[src/tag_params.svh]
`ifndef TAG_PARAMS_SVH
`define TAG_PARAMS_SVH
// Contract
// Read: flags, 20h, optional serial, block number
// Read reply: flags, lock byte if option, data
// Lock byte: bit0 locked, upper bits zero
// Read errors: 0Fh other, 10h bad block
// Write: flags, 21h, serial, block, data word; the code sends and checks the serial only with FLG_ADDR set
// Write reply after programming; flags only
// Reader stays quiet during write program cycle
// Write errors: 10h range, 12h locked, 13h
// Lock: 22h, block locked permanently, unwritable; the code clears every lock bit at reset
// Reader stays quiet during lock program cycle
// Lock errors: 10h range, 11h locked, 14h
// Reply starts response wait after end of frame
// Error reply: flags with error, code only

// ========================================
// Command codes, request flag bits and the reply error flag bit
`define CMD_READ            8'h20
`define CMD_WRITE           8'h21
`define CMD_LOCK            8'h22
`define FLG_ERROR           0
`define FLG_ADDR            5
`define FLG_OPTION          6
// ========================================
// Error codes
`define ERR_OTHER           8'h0f
`define ERR_RANGE           8'h10
`define ERR_ALREADY_LOCKED  8'h11
`define ERR_LOCKED          8'h12
`define ERR_NOT_PROG        8'h13
`define ERR_NOT_LOCKED      8'h14
// ========================================
// Timing at a 25 ns clock
`define CLK_PERIOD_NS       25
`define T1_NOM_NS           320900
`define PROG_STEP_NS        302000
`define PROG_STEPS          18
`define T1_CYCLES           (`T1_NOM_NS / `CLK_PERIOD_NS)
`define TW_CYCLES           (`T1_CYCLES + `PROG_STEPS * `PROG_STEP_NS / `CLK_PERIOD_NS)
`define RSP_TIMEOUT_CYCLES  (`TW_CYCLES + 2 * `T1_CYCLES)
// ========================================
// Sizes
`define NUM_BLOCKS          64
`define FIFO_DEPTH          16
// ========================================
// Reader control registers
`define REG_CTRL            8'h00
`define REG_UID_LO          8'h04
`define REG_UID_HI          8'h08
`define REG_WDATA           8'h0c
`define REG_STATUS          8'h10
`define REG_RDATA           8'h14
`define CTRL_START          31
`endif

[src/tag_pkg.sv]
`include "tag_params.svh"
package tag_pkg;
	typedef logic [7:0] byte_t;
	typedef enum logic [2:0] {D_RX, D_EVAL, D_PROG, D_WAIT, D_TX} dev_state_t;
	typedef enum logic [1:0] {H_IDLE, H_SEND, H_WAIT} host_state_t;

	// Byte position of the block number, behind the optional serial
	function automatic logic [3:0] block_pos(input byte_t flags);
		return flags[`FLG_ADDR] ? 4'd10 : 4'd2;
	endfunction
endpackage

[src/tag_link_if.sv]
`timescale 1ns/1ps
interface tag_link_if;
	logic       req_valid;
	logic       req_ready;
	logic [7:0] req_data;
	logic       req_last;
	logic       rsp_valid;
	logic [7:0] rsp_data;
	logic       rsp_last;

	modport tag (
		input  req_valid, req_data, req_last,
		output req_ready, rsp_valid, rsp_data, rsp_last
	);
	modport reader (
		output req_valid, req_data, req_last,
		input  req_ready, rsp_valid, rsp_data, rsp_last
	);
endinterface

[src/tag_fifo.sv]
`timescale 1ns/1ps
`include "tag_params.svh"
module tag_fifo #(
	parameter int WIDTH = 9,
	parameter int DEPTH = `FIFO_DEPTH
) (
	input  wire logic             i_clock,
	input  wire logic             i_nrst,
	input  wire logic             i_in_valid,
	input  wire logic [WIDTH-1:0] i_in_data,
	output logic                  o_in_ready,
	output logic                  o_out_valid,
	output logic      [WIDTH-1:0] o_out_data,
	input  wire logic             i_out_ready
);
	// Pointers wrap naturally, so DEPTH must be a power of two
	localparam int AW = $clog2(DEPTH);
	logic [WIDTH-1:0] mem_r [DEPTH];
	logic [AW-1:0]    wp_r, wp_nxt, rp_r, rp_nxt;
	logic [AW:0]      cnt_r, cnt_nxt;
	logic             rdy_nxt, push, pop;

	always_comb begin
		push    = i_in_valid & o_in_ready;
		pop     = o_out_valid & i_out_ready;
		wp_nxt  = push ? wp_r + 1'b1 : wp_r;
		rp_nxt  = pop ? rp_r + 1'b1 : rp_r;
		cnt_nxt = cnt_r + (AW+1)'(push) - (AW+1)'(pop);
		rdy_nxt = cnt_nxt != (AW+1)'(DEPTH);
	end

	always_ff @(posedge i_clock or negedge i_nrst) begin
		if (!i_nrst) begin
			wp_r       <= '0;
			rp_r       <= '0;
			cnt_r      <= '0;
			o_in_ready <= 1'b1;
		end else begin
			wp_r       <= wp_nxt;
			rp_r       <= rp_nxt;
			cnt_r      <= cnt_nxt;
			o_in_ready <= rdy_nxt;
		end
	end

	always_ff @(posedge i_clock) begin
		if (push) begin
			mem_r[wp_r] <= i_in_data;
		end
	end

	assign o_out_valid = cnt_r != '0;
	assign o_out_data  = mem_r[rp_r];
endmodule // tag_fifo

[src/tag_end.sv]
`timescale 1ns/1ps
`include "tag_params.svh"
module tag_end
	import tag_pkg::*;
#(
	parameter int T1_CYCLES  = `T1_CYCLES,
	parameter int TW_CYCLES  = `TW_CYCLES,
	parameter int NUM_BLOCKS = `NUM_BLOCKS
) (
	input  wire logic        I_CLOCK,
	input  wire logic        I_NRST,
	tag_link_if.tag          LINK,
	input  wire logic [63:0] I_TAG_UID,
	input  wire logic        I_PROG_FAULT,
	output logic             O_PROG_BUSY
);
	localparam int MAXB = 15;
	localparam int BW   = $clog2(NUM_BLOCKS);

	logic [8:0]            f_data;
	logic                  f_valid, f_ready, f_take;
	dev_state_t            st_r, st_nxt;
	byte_t                 rx_r [MAXB];
	byte_t                 rx_nxt [MAXB];
	logic [4:0]            rxn_r, rxn_nxt;
	logic                  ovf_r, ovf_nxt, mod_r, mod_nxt;
	logic                  islk_r, islk_nxt;
	logic [31:0]           cnt_r, cnt_nxt, data_r, data_nxt;
	logic [BW-1:0]         blk_r, blk_nxt, bi;
	logic [47:0]           rsp_r, rsp_nxt;
	logic [2:0]            left_r, left_nxt;
	logic                  rv_r, rv_nxt, rl_r, rl_nxt, busy_nxt;
	byte_t                 rd_r, rd_nxt;
	logic [31:0]           mem_r [NUM_BLOCKS];
	logic [NUM_BLOCKS-1:0] lock_r;
	logic                  mem_we, lock_we, fail;
	byte_t                 flags, cmd, blk8, ecode;
	logic [3:0]            pos;
	logic [63:0]           tag_serial_identifier;
	logic [31:0]           wd;
	logic                  known, uid_ok, len_bad;

	// ========================================
	// Request buffer; stalls while the tag is busy so the link backs up
	assign f_ready = st_r == D_RX;
	assign f_take  = f_valid & f_ready;

	tag_fifo #(
		.WIDTH (9),
		.DEPTH (`FIFO_DEPTH)
	) u_fifo (
		.i_clock     (I_CLOCK),
		.i_nrst      (I_NRST),
		.i_in_valid  (LINK.req_valid),
		.i_in_data   ({LINK.req_last, LINK.req_data}),
		.o_in_ready  (LINK.req_ready),
		.o_out_valid (f_valid),
		.o_out_data  (f_data),
		.i_out_ready (f_ready)
	);

	// ========================================
	// Request field decode
	always_comb begin
		flags = rx_r[0];
		cmd   = rx_r[1];
		pos   = block_pos(flags);
		blk8  = rx_r[pos];
		bi    = blk8[BW-1:0];
		for (int i = 0; i < 8; i++) begin
			tag_serial_identifier[8*i +: 8] = rx_r[2 + i];
		end
		for (int i = 0; i < 4; i++) begin
			wd[8*i +: 8] = rx_r[pos + 4'(i + 1)];
		end
		known   = cmd == `CMD_READ || cmd == `CMD_WRITE || cmd == `CMD_LOCK;
		uid_ok  = !flags[`FLG_ADDR] || tag_serial_identifier == I_TAG_UID;
		len_bad = ovf_r || rxn_r != {1'b0, pos + ((cmd == `CMD_WRITE) ? 4'd5 : 4'd1)};
		if (len_bad) begin
			ecode = `ERR_OTHER;
		end else if (blk8 >= 8'(NUM_BLOCKS)) begin
			ecode = `ERR_RANGE;
		end else if (cmd != `CMD_READ && lock_r[bi]) begin
			ecode = (cmd == `CMD_WRITE) ? `ERR_LOCKED : `ERR_ALREADY_LOCKED;
		end else begin
			ecode = 8'h00;
		end
	end

	// ========================================
	// Command sequencer
	always_comb begin
		st_nxt   = st_r;
		rx_nxt   = rx_r;
		rxn_nxt  = rxn_r;
		ovf_nxt  = ovf_r;
		mod_nxt  = mod_r;
		islk_nxt = islk_r;
		cnt_nxt  = cnt_r;
		data_nxt = data_r;
		blk_nxt  = blk_r;
		rsp_nxt  = rsp_r;
		left_nxt = left_r;
		rv_nxt   = rv_r;
		rl_nxt   = rl_r;
		rd_nxt   = rd_r;
		mem_we   = 1'b0;
		lock_we  = 1'b0;
		fail     = mod_r | LINK.req_valid | I_PROG_FAULT;
		case (st_r)
			D_RX: begin
				if (f_take) begin
					if (rxn_r < 5'(MAXB)) begin
						rx_nxt[rxn_r[3:0]] = f_data[7:0];
						rxn_nxt            = rxn_r + 5'd1;
					end else begin
						ovf_nxt = 1'b1;
					end
					if (f_data[8]) begin
						st_nxt = D_EVAL;
					end
				end
			end
			D_EVAL: begin
				rxn_nxt  = '0;
				ovf_nxt  = 1'b0;
				mod_nxt  = 1'b0;
				blk_nxt  = bi;
				data_nxt = wd;
				islk_nxt = cmd == `CMD_LOCK;
				st_nxt   = D_WAIT;
				cnt_nxt  = 32'(T1_CYCLES - 3);
				// Frames not for this tag or not handled here get no answer
				if (rxn_r < 5'd2 || !known || !uid_ok) begin
					st_nxt = D_RX;
				end else if (ecode != 8'h00) begin
					rsp_nxt  = {32'h0, ecode, 8'h01};
					left_nxt = 3'd2;
				end else if (cmd == `CMD_READ) begin
					if (flags[`FLG_OPTION]) begin
						rsp_nxt  = {mem_r[bi], 7'h00, lock_r[bi], 8'h00};
						left_nxt = 3'd6;
					end else begin
						rsp_nxt  = {8'h00, mem_r[bi], 8'h00};
						left_nxt = 3'd5;
					end
				end else begin
					st_nxt  = D_PROG;
					cnt_nxt = 32'(TW_CYCLES - 1);
				end
			end
			D_PROG: begin
				cnt_nxt = cnt_r - 32'd1;
				// Any frame activity now may corrupt the cell, so it fails the job
				if (LINK.req_valid) begin
					mod_nxt = 1'b1;
				end
				if (cnt_r == 32'd0) begin
					st_nxt   = D_WAIT;
					cnt_nxt  = 32'(T1_CYCLES - 3);
					mem_we   = !fail && !islk_r;
					lock_we  = !fail && islk_r;
					left_nxt = fail ? 3'd2 : 3'd1;
					rsp_nxt  = {32'h0, islk_r ? `ERR_NOT_LOCKED : `ERR_NOT_PROG,
						7'h00, fail};
				end
			end
			D_WAIT: begin
				cnt_nxt = cnt_r - 32'd1;
				if (cnt_r == 32'd0) begin
					st_nxt = D_TX;
				end
			end
			D_TX: begin
				if (rl_r) begin
					rv_nxt = 1'b0;
					rl_nxt = 1'b0;
					st_nxt = D_RX;
				end else begin
					rv_nxt   = 1'b1;
					rd_nxt   = rsp_r[7:0];
					rl_nxt   = left_r == 3'd1;
					rsp_nxt  = rsp_r >> 8;
					left_nxt = left_r - 3'd1;
				end
			end
			default: begin
				st_nxt = D_RX;
			end
		endcase
		busy_nxt = st_nxt == D_PROG;
	end

	always_ff @(posedge I_CLOCK or negedge I_NRST) begin
		if (!I_NRST) begin
			st_r        <= D_RX;
			rx_r        <= '{default: '0};
			rxn_r       <= '0;
			ovf_r       <= 1'b0;
			mod_r       <= 1'b0;
			islk_r      <= 1'b0;
			cnt_r       <= '0;
			data_r      <= '0;
			blk_r       <= '0;
			rsp_r       <= '0;
			left_r      <= '0;
			rv_r        <= 1'b0;
			rl_r        <= 1'b0;
			rd_r        <= '0;
			O_PROG_BUSY <= 1'b0;
		end else begin
			st_r        <= st_nxt;
			rx_r        <= rx_nxt;
			rxn_r       <= rxn_nxt;
			ovf_r       <= ovf_nxt;
			mod_r       <= mod_nxt;
			islk_r      <= islk_nxt;
			cnt_r       <= cnt_nxt;
			data_r      <= data_nxt;
			blk_r       <= blk_nxt;
			rsp_r       <= rsp_nxt;
			left_r      <= left_nxt;
			rv_r        <= rv_nxt;
			rl_r        <= rl_nxt;
			rd_r        <= rd_nxt;
			O_PROG_BUSY <= busy_nxt;
		end
	end

	// ========================================
	// Block store; lock bits model the permanent fuse but clear at power-up
	always_ff @(posedge I_CLOCK or negedge I_NRST) begin
		if (!I_NRST) begin
			mem_r  <= '{default: '0};
			lock_r <= '0;
		end else begin
			if (mem_we) begin
				mem_r[blk_r] <= data_r;
			end
			if (lock_we) begin
				lock_r[blk_r] <= 1'b1;
			end
		end
	end

	assign LINK.rsp_valid = rv_r;
	assign LINK.rsp_data  = rd_r;
	assign LINK.rsp_last  = rl_r;
endmodule // tag_end

[src/flat_wrapper.sv]
// flat-port wrapper written by rule: the top's interface ports become plain ports
module tag_end_flat import tag_pkg::*;
#(
	parameter int T1_CYCLES  = `T1_CYCLES,
	parameter int TW_CYCLES  = `TW_CYCLES,
	parameter int NUM_BLOCKS = `NUM_BLOCKS
)
  (I_CLOCK, I_NRST, I_TAG_UID, I_PROG_FAULT, O_PROG_BUSY, LINK_req_valid, LINK_req_data, LINK_req_last, LINK_req_ready, LINK_rsp_valid, LINK_rsp_data, LINK_rsp_last);
  tag_link_if LINK_i ();
  input  wire logic I_CLOCK;
  input  wire logic I_NRST;
  input  wire logic [63:0] I_TAG_UID;
  input  wire logic I_PROG_FAULT;
  output logic O_PROG_BUSY;
  input wire logic [$bits(LINK_i.req_valid)-1:0] LINK_req_valid;
  input wire logic [$bits(LINK_i.req_data)-1:0] LINK_req_data;
  input wire logic [$bits(LINK_i.req_last)-1:0] LINK_req_last;
  output wire logic [$bits(LINK_i.req_ready)-1:0] LINK_req_ready;
  output wire logic [$bits(LINK_i.rsp_valid)-1:0] LINK_rsp_valid;
  output wire logic [$bits(LINK_i.rsp_data)-1:0] LINK_rsp_data;
  output wire logic [$bits(LINK_i.rsp_last)-1:0] LINK_rsp_last;
  assign LINK_i.req_valid = LINK_req_valid;
  assign LINK_i.req_data = LINK_req_data;
  assign LINK_i.req_last = LINK_req_last;
  assign LINK_req_ready = LINK_i.req_ready;
  assign LINK_rsp_valid = LINK_i.rsp_valid;
  assign LINK_rsp_data = LINK_i.rsp_data;
  assign LINK_rsp_last = LINK_i.rsp_last;
  tag_end #(.T1_CYCLES(T1_CYCLES), .TW_CYCLES(TW_CYCLES), .NUM_BLOCKS(NUM_BLOCKS)) u_core (.I_CLOCK(I_CLOCK), .I_NRST(I_NRST), .LINK(LINK_i), .I_TAG_UID(I_TAG_UID), .I_PROG_FAULT(I_PROG_FAULT), .O_PROG_BUSY(O_PROG_BUSY));
endmodule
[config.mk]
export PLATFORM = sky130hd
export DESIGN_NAME = tag_end_flat
export DESIGN_NICKNAME = d
export VERILOG_FILES = /design/src/tag_pkg.sv /design/src/tag_link_if.sv /design/src/tag_fifo.sv /design/src/tag_end.sv /design/src/flat_wrapper.sv
export VERILOG_INCLUDE_DIRS = /design/src
export SDC_FILE = /design/constraint.sdc
export NUM_CORES = 2
export LEC_CHECK = 0
export ABC_AREA = 1
export BUFFER_PORTS_ARGS = -buffer_cell sky130_fd_sc_hd__buf_2
export CAP_MARGIN = 20
export CORE_MARGIN = 8
export CORE_UTILIZATION = 50
export CTS_CLUSTER_SIZE = 14
export DETAILED_ROUTE_END_ITERATION = 7
export PLACE_DENSITY = 0.65
export SYNTH_ARGS = -nofsm -noshare
export SYNTH_HDL_FRONTEND = slang
export SYNTH_HIERARCHICAL = 1
export SYNTH_SLANG_ARGS = --single-unit
[constraint.sdc]
create_clock -name I_CLOCK -period 4.8 [get_ports I_CLOCK]
set_input_delay 0.48 -clock I_CLOCK [delete_from_list [all_inputs] [get_ports I_CLOCK]]
set_output_delay 0.48 -clock I_CLOCK [all_outputs]
set_load 0.1 [all_outputs]
==> results.md <==
* Initial DRC Count at 11.4k
* CTS Buf Count at 286
* Placer Congestion at 0.923
* Req. time, crit path at 5.66 ns
* DR WL/cell at 22.9 µm
* Vias per cell at 5.98
* Peak supply drop at 0.404 mV
* Primary FF master, synth: dfrtp_1
* Crit-path max FO at 63
* WP data arrival at 4.87 ns
* Clock Skew at 0.0660 ns
* Cell taking the most area after synthesis: dfrtp_1
* Final Max Slew Viols at 0
* Antenna-violating nets left at 0
* Hold Crit Class: in2async
* Worst-case clock buffer depth at 4
* Startpoint Class: flip-flop
* CP cell instances: buf_4 -> nand2_1 -> o21ai_4 -> buf_12 -> buf_12 -> buf_12 -> o21ai_0 -> inv_1 -> o21ai_0 -> nand3_1 -> nand3_1 -> nand3_1 -> nand3_1 -> nand3_1 -> nand2_1 -> o21ai_1 -> nand2_1 -> nand2_1
* Setup CP Type: reg2reg
* Pwr Density at 348 nW/µm²
* Most frequent cells after synthesis: 3181 x nand2_1, 2414 x o21ai_0, 2382 x dfrtp_1
* Htree depth at 5
* Io pins at 89
* Starting Density at 50.4%
* Avg Cell Area, Syn at 8.60 µm²
* Worst slack at placement at 0.868 ns
* Detail Placement HPWL at 211000 µm
* Placed insts at 15.7k
* Post-CTS Resized at 0
* TritonRoute pass-1 iters at 8
* Ys async rst share at 94.3%
* Register area share after synthesis at 55.2%
* Post-synth EDFFs at 144
* Total power at 44500 µW
* Initial antenna violation count at 8
* Seq cells post-synth at 2527
* Yosys warning total at 6
* CP max-delay cell: buf_4
* Via Count at 97.2k
* Measured slew at the worst slew-check pin at 1.20 ns
* Outcome: complete, no violations
* Gr ovfl total at 0
* First-pass GRT wire length at 573000 µm
* Clock transition at path regs at 0.06 ns
* RSZ-0062 raised after global routing: no
* Area Overhead vs Synth at 10.3%
* Total die area at 247000 µm²
* Worst Setup End Kind: flip-flop
* Max_slew headroom at 19.4%
* Crit. Startpoint: u_core/flags[5]$_DFFE_PN0P_
* Chip Width at 497 µm
* Max Clock Freq at 250 MHz
* Leak pwr at 0.0576 µW
* Final WS setup at 0.792 ns
* FP Rows at 176
* DRC viols at 0
* Worst path max stage delay at 0.51 ns
* Core ar. at 230000 µm²
* Number of fillers in the final layout at 20.4k
* Final hold viol count at 0
* Clock root cell: clkbuf_16
* Share of layout cells above drive strength 1 at 11.0%
* Post-CTS setup buffers at 0
* Max cap viols at 0
* Synth area leaders: dfrtp_1 51%, o21ai_0 10%, nand2_1 10%
* Setup tns final at 0 ns
* Largest net degree at the start of global routing at 177
* Die height at 497 µm
* Worst R2R Start: u_core/flags[5]$_DFFE_PN0P_
* CTS tree: done
* Post-synthesis instance total at 13.5k
* Mapped Area at 116000 µm²
* Reg2Reg Setup Slack at 0.79 ns
* Most common cell in the netlist: nand2_1
* Yosys cell types at 54
* Total track usage at 29.3%
* Part of the cycle the worst path needs at 83.5%
* Worst-Skew Late Latency at 0.94 ns
* Final min period at 4.01 ns
* Drt total wl at 372000 µm
* Vias in the first global route at 94.1k
* I/O Buffers at 88
* Post-Syn Nets at 13.6k
* Post-synth top area share at 51.4%
* Final setup viols at 0
* Final #Nets at 13.1k
* CTS sink cnt at 2527
* CP dominant cell by count: nand3_1
* Non-Filler Instances at 16.2k
* Min Hold Slack at 0.0974 ns
cell usage in the layout, fill, tap and decap left out, types with 30 or more instances in the layout:
cell type  netlist  routed
buf_12           0      72
buf_2          219      87
buf_4           83     244
clkbuf_1       773      67
clkbuf_16        0     294
clkbuf_8         0      49
clkinv_2         0      43
dfrtp_1       2382    2380
edfxtp_1       144     144
inv_1          416     413
inv_2            8      36
nand2_1       3181    3181
nand3_1       1231    1225
nand3_2         61      67
nor2_1         791     790
o211ai_1       614     614
o21ai_0       2414    2414
o21ai_1        194     191
o31ai_1         98      97
or2_2          486     486
xnor2_1         56      56
xor2_1          30      30
logic make-up after synthesis:
group | count (synthesis) | synth area share, %
and+or+nand+nor | 5852 | 21.9
AOI/OAI and AO/OA | 3369 | 16.1
DFF | 2527 | 55.2
buffers and inverters | 1620 | 5.94
xor gates and xnor gates | 86 | 0.650
adders and majority gates | 19 | 0.212
state kept, by name, summed over array words and instances, names as in the netlist, 32 cells and up:
name and cells:
u_core/rsp_r 48, u_core/u_fifo/mem_r 144, u_core/data_r 32, u_core/mem_r 2048
u_core/rx_r 104, u_core/cnt_r 32, u_core/lock_r 64
area by class of cell:
cell class	count	area, µm²	share of cell area, %
clock inverters	78	946	0.740
clock buffers	410	8280	6.48
diodes	4	10.0	0.00783
multi-input cells	9326	45300	35.4
well taps	3026	3790	2.96
flip-flops and latches	2527	64000	50.0
repair buffers	414	3820	2.99
inverters	464	1760	1.38
per-layer routing:
metal	global-route usage, %	routed length (µm)
met1	40.9	158000
met2	44.7	162000
met3	6.11	35500
met4	12.1	16700
met5	0	11
metrics by stage:
stage / util, % / area (µm²)
floorplan: - / 116000
global placement: 51.5 / 118000
detailed placement: 51.5 / 118000
CTS: 55.5 / 128000
global route: 55.5 / 128000
finish: 55.5 / 128000
worst paths after layout:
check                      cells after the start                        endpoint
setup / recovery                              18    u_core/rsp_r[36]$_DFFE_PN0P_
hold / removal                                 2  u_core/mem_r[1396]$_DFFE_PN0P_
setup reg to reg                              18    u_core/rsp_r[36]$_DFFE_PN0P_
hold reg to reg                                2   u_core/lock_r[46]$_DFFE_PN0P_
max in group asynchronous                      4     u_core/rx_r[43]$_DFFE_PN0P_
min in group I_CLOCK                           8    u_core/left_r[0]$_DFFE_PN0P_
worst max-delay path: cells and delay by family, from the launching register on:
kind | cells | cell delay (ns)
compound gates | 4 | 0.54
buf+inv | 5 | 1.49
flops | 1 | 0.43
simple gates | 9 | 1.41
repair_timing:
item,4_1_cts,5_1_grt
hold buffers,11,0
setup endpoints to repair,0,0
hold endpoints to repair,419,0
where the power goes:
| group | internal, µW | leakage, µW | switching [µW] | total, µW |
|---|---|---|---|---|
| combinational | 221 | 0.0189 | 828 | 1050 |
| clock | 13000 | 0.00452 | 8720 | 21800 |
| sequential | 21700 | 0.0342 | 58.0 | 21700 |
| total | 34900 | 0.0576 | 9610 | 44500 |
No activity file was read; power rests on OpenSTA's default activity.
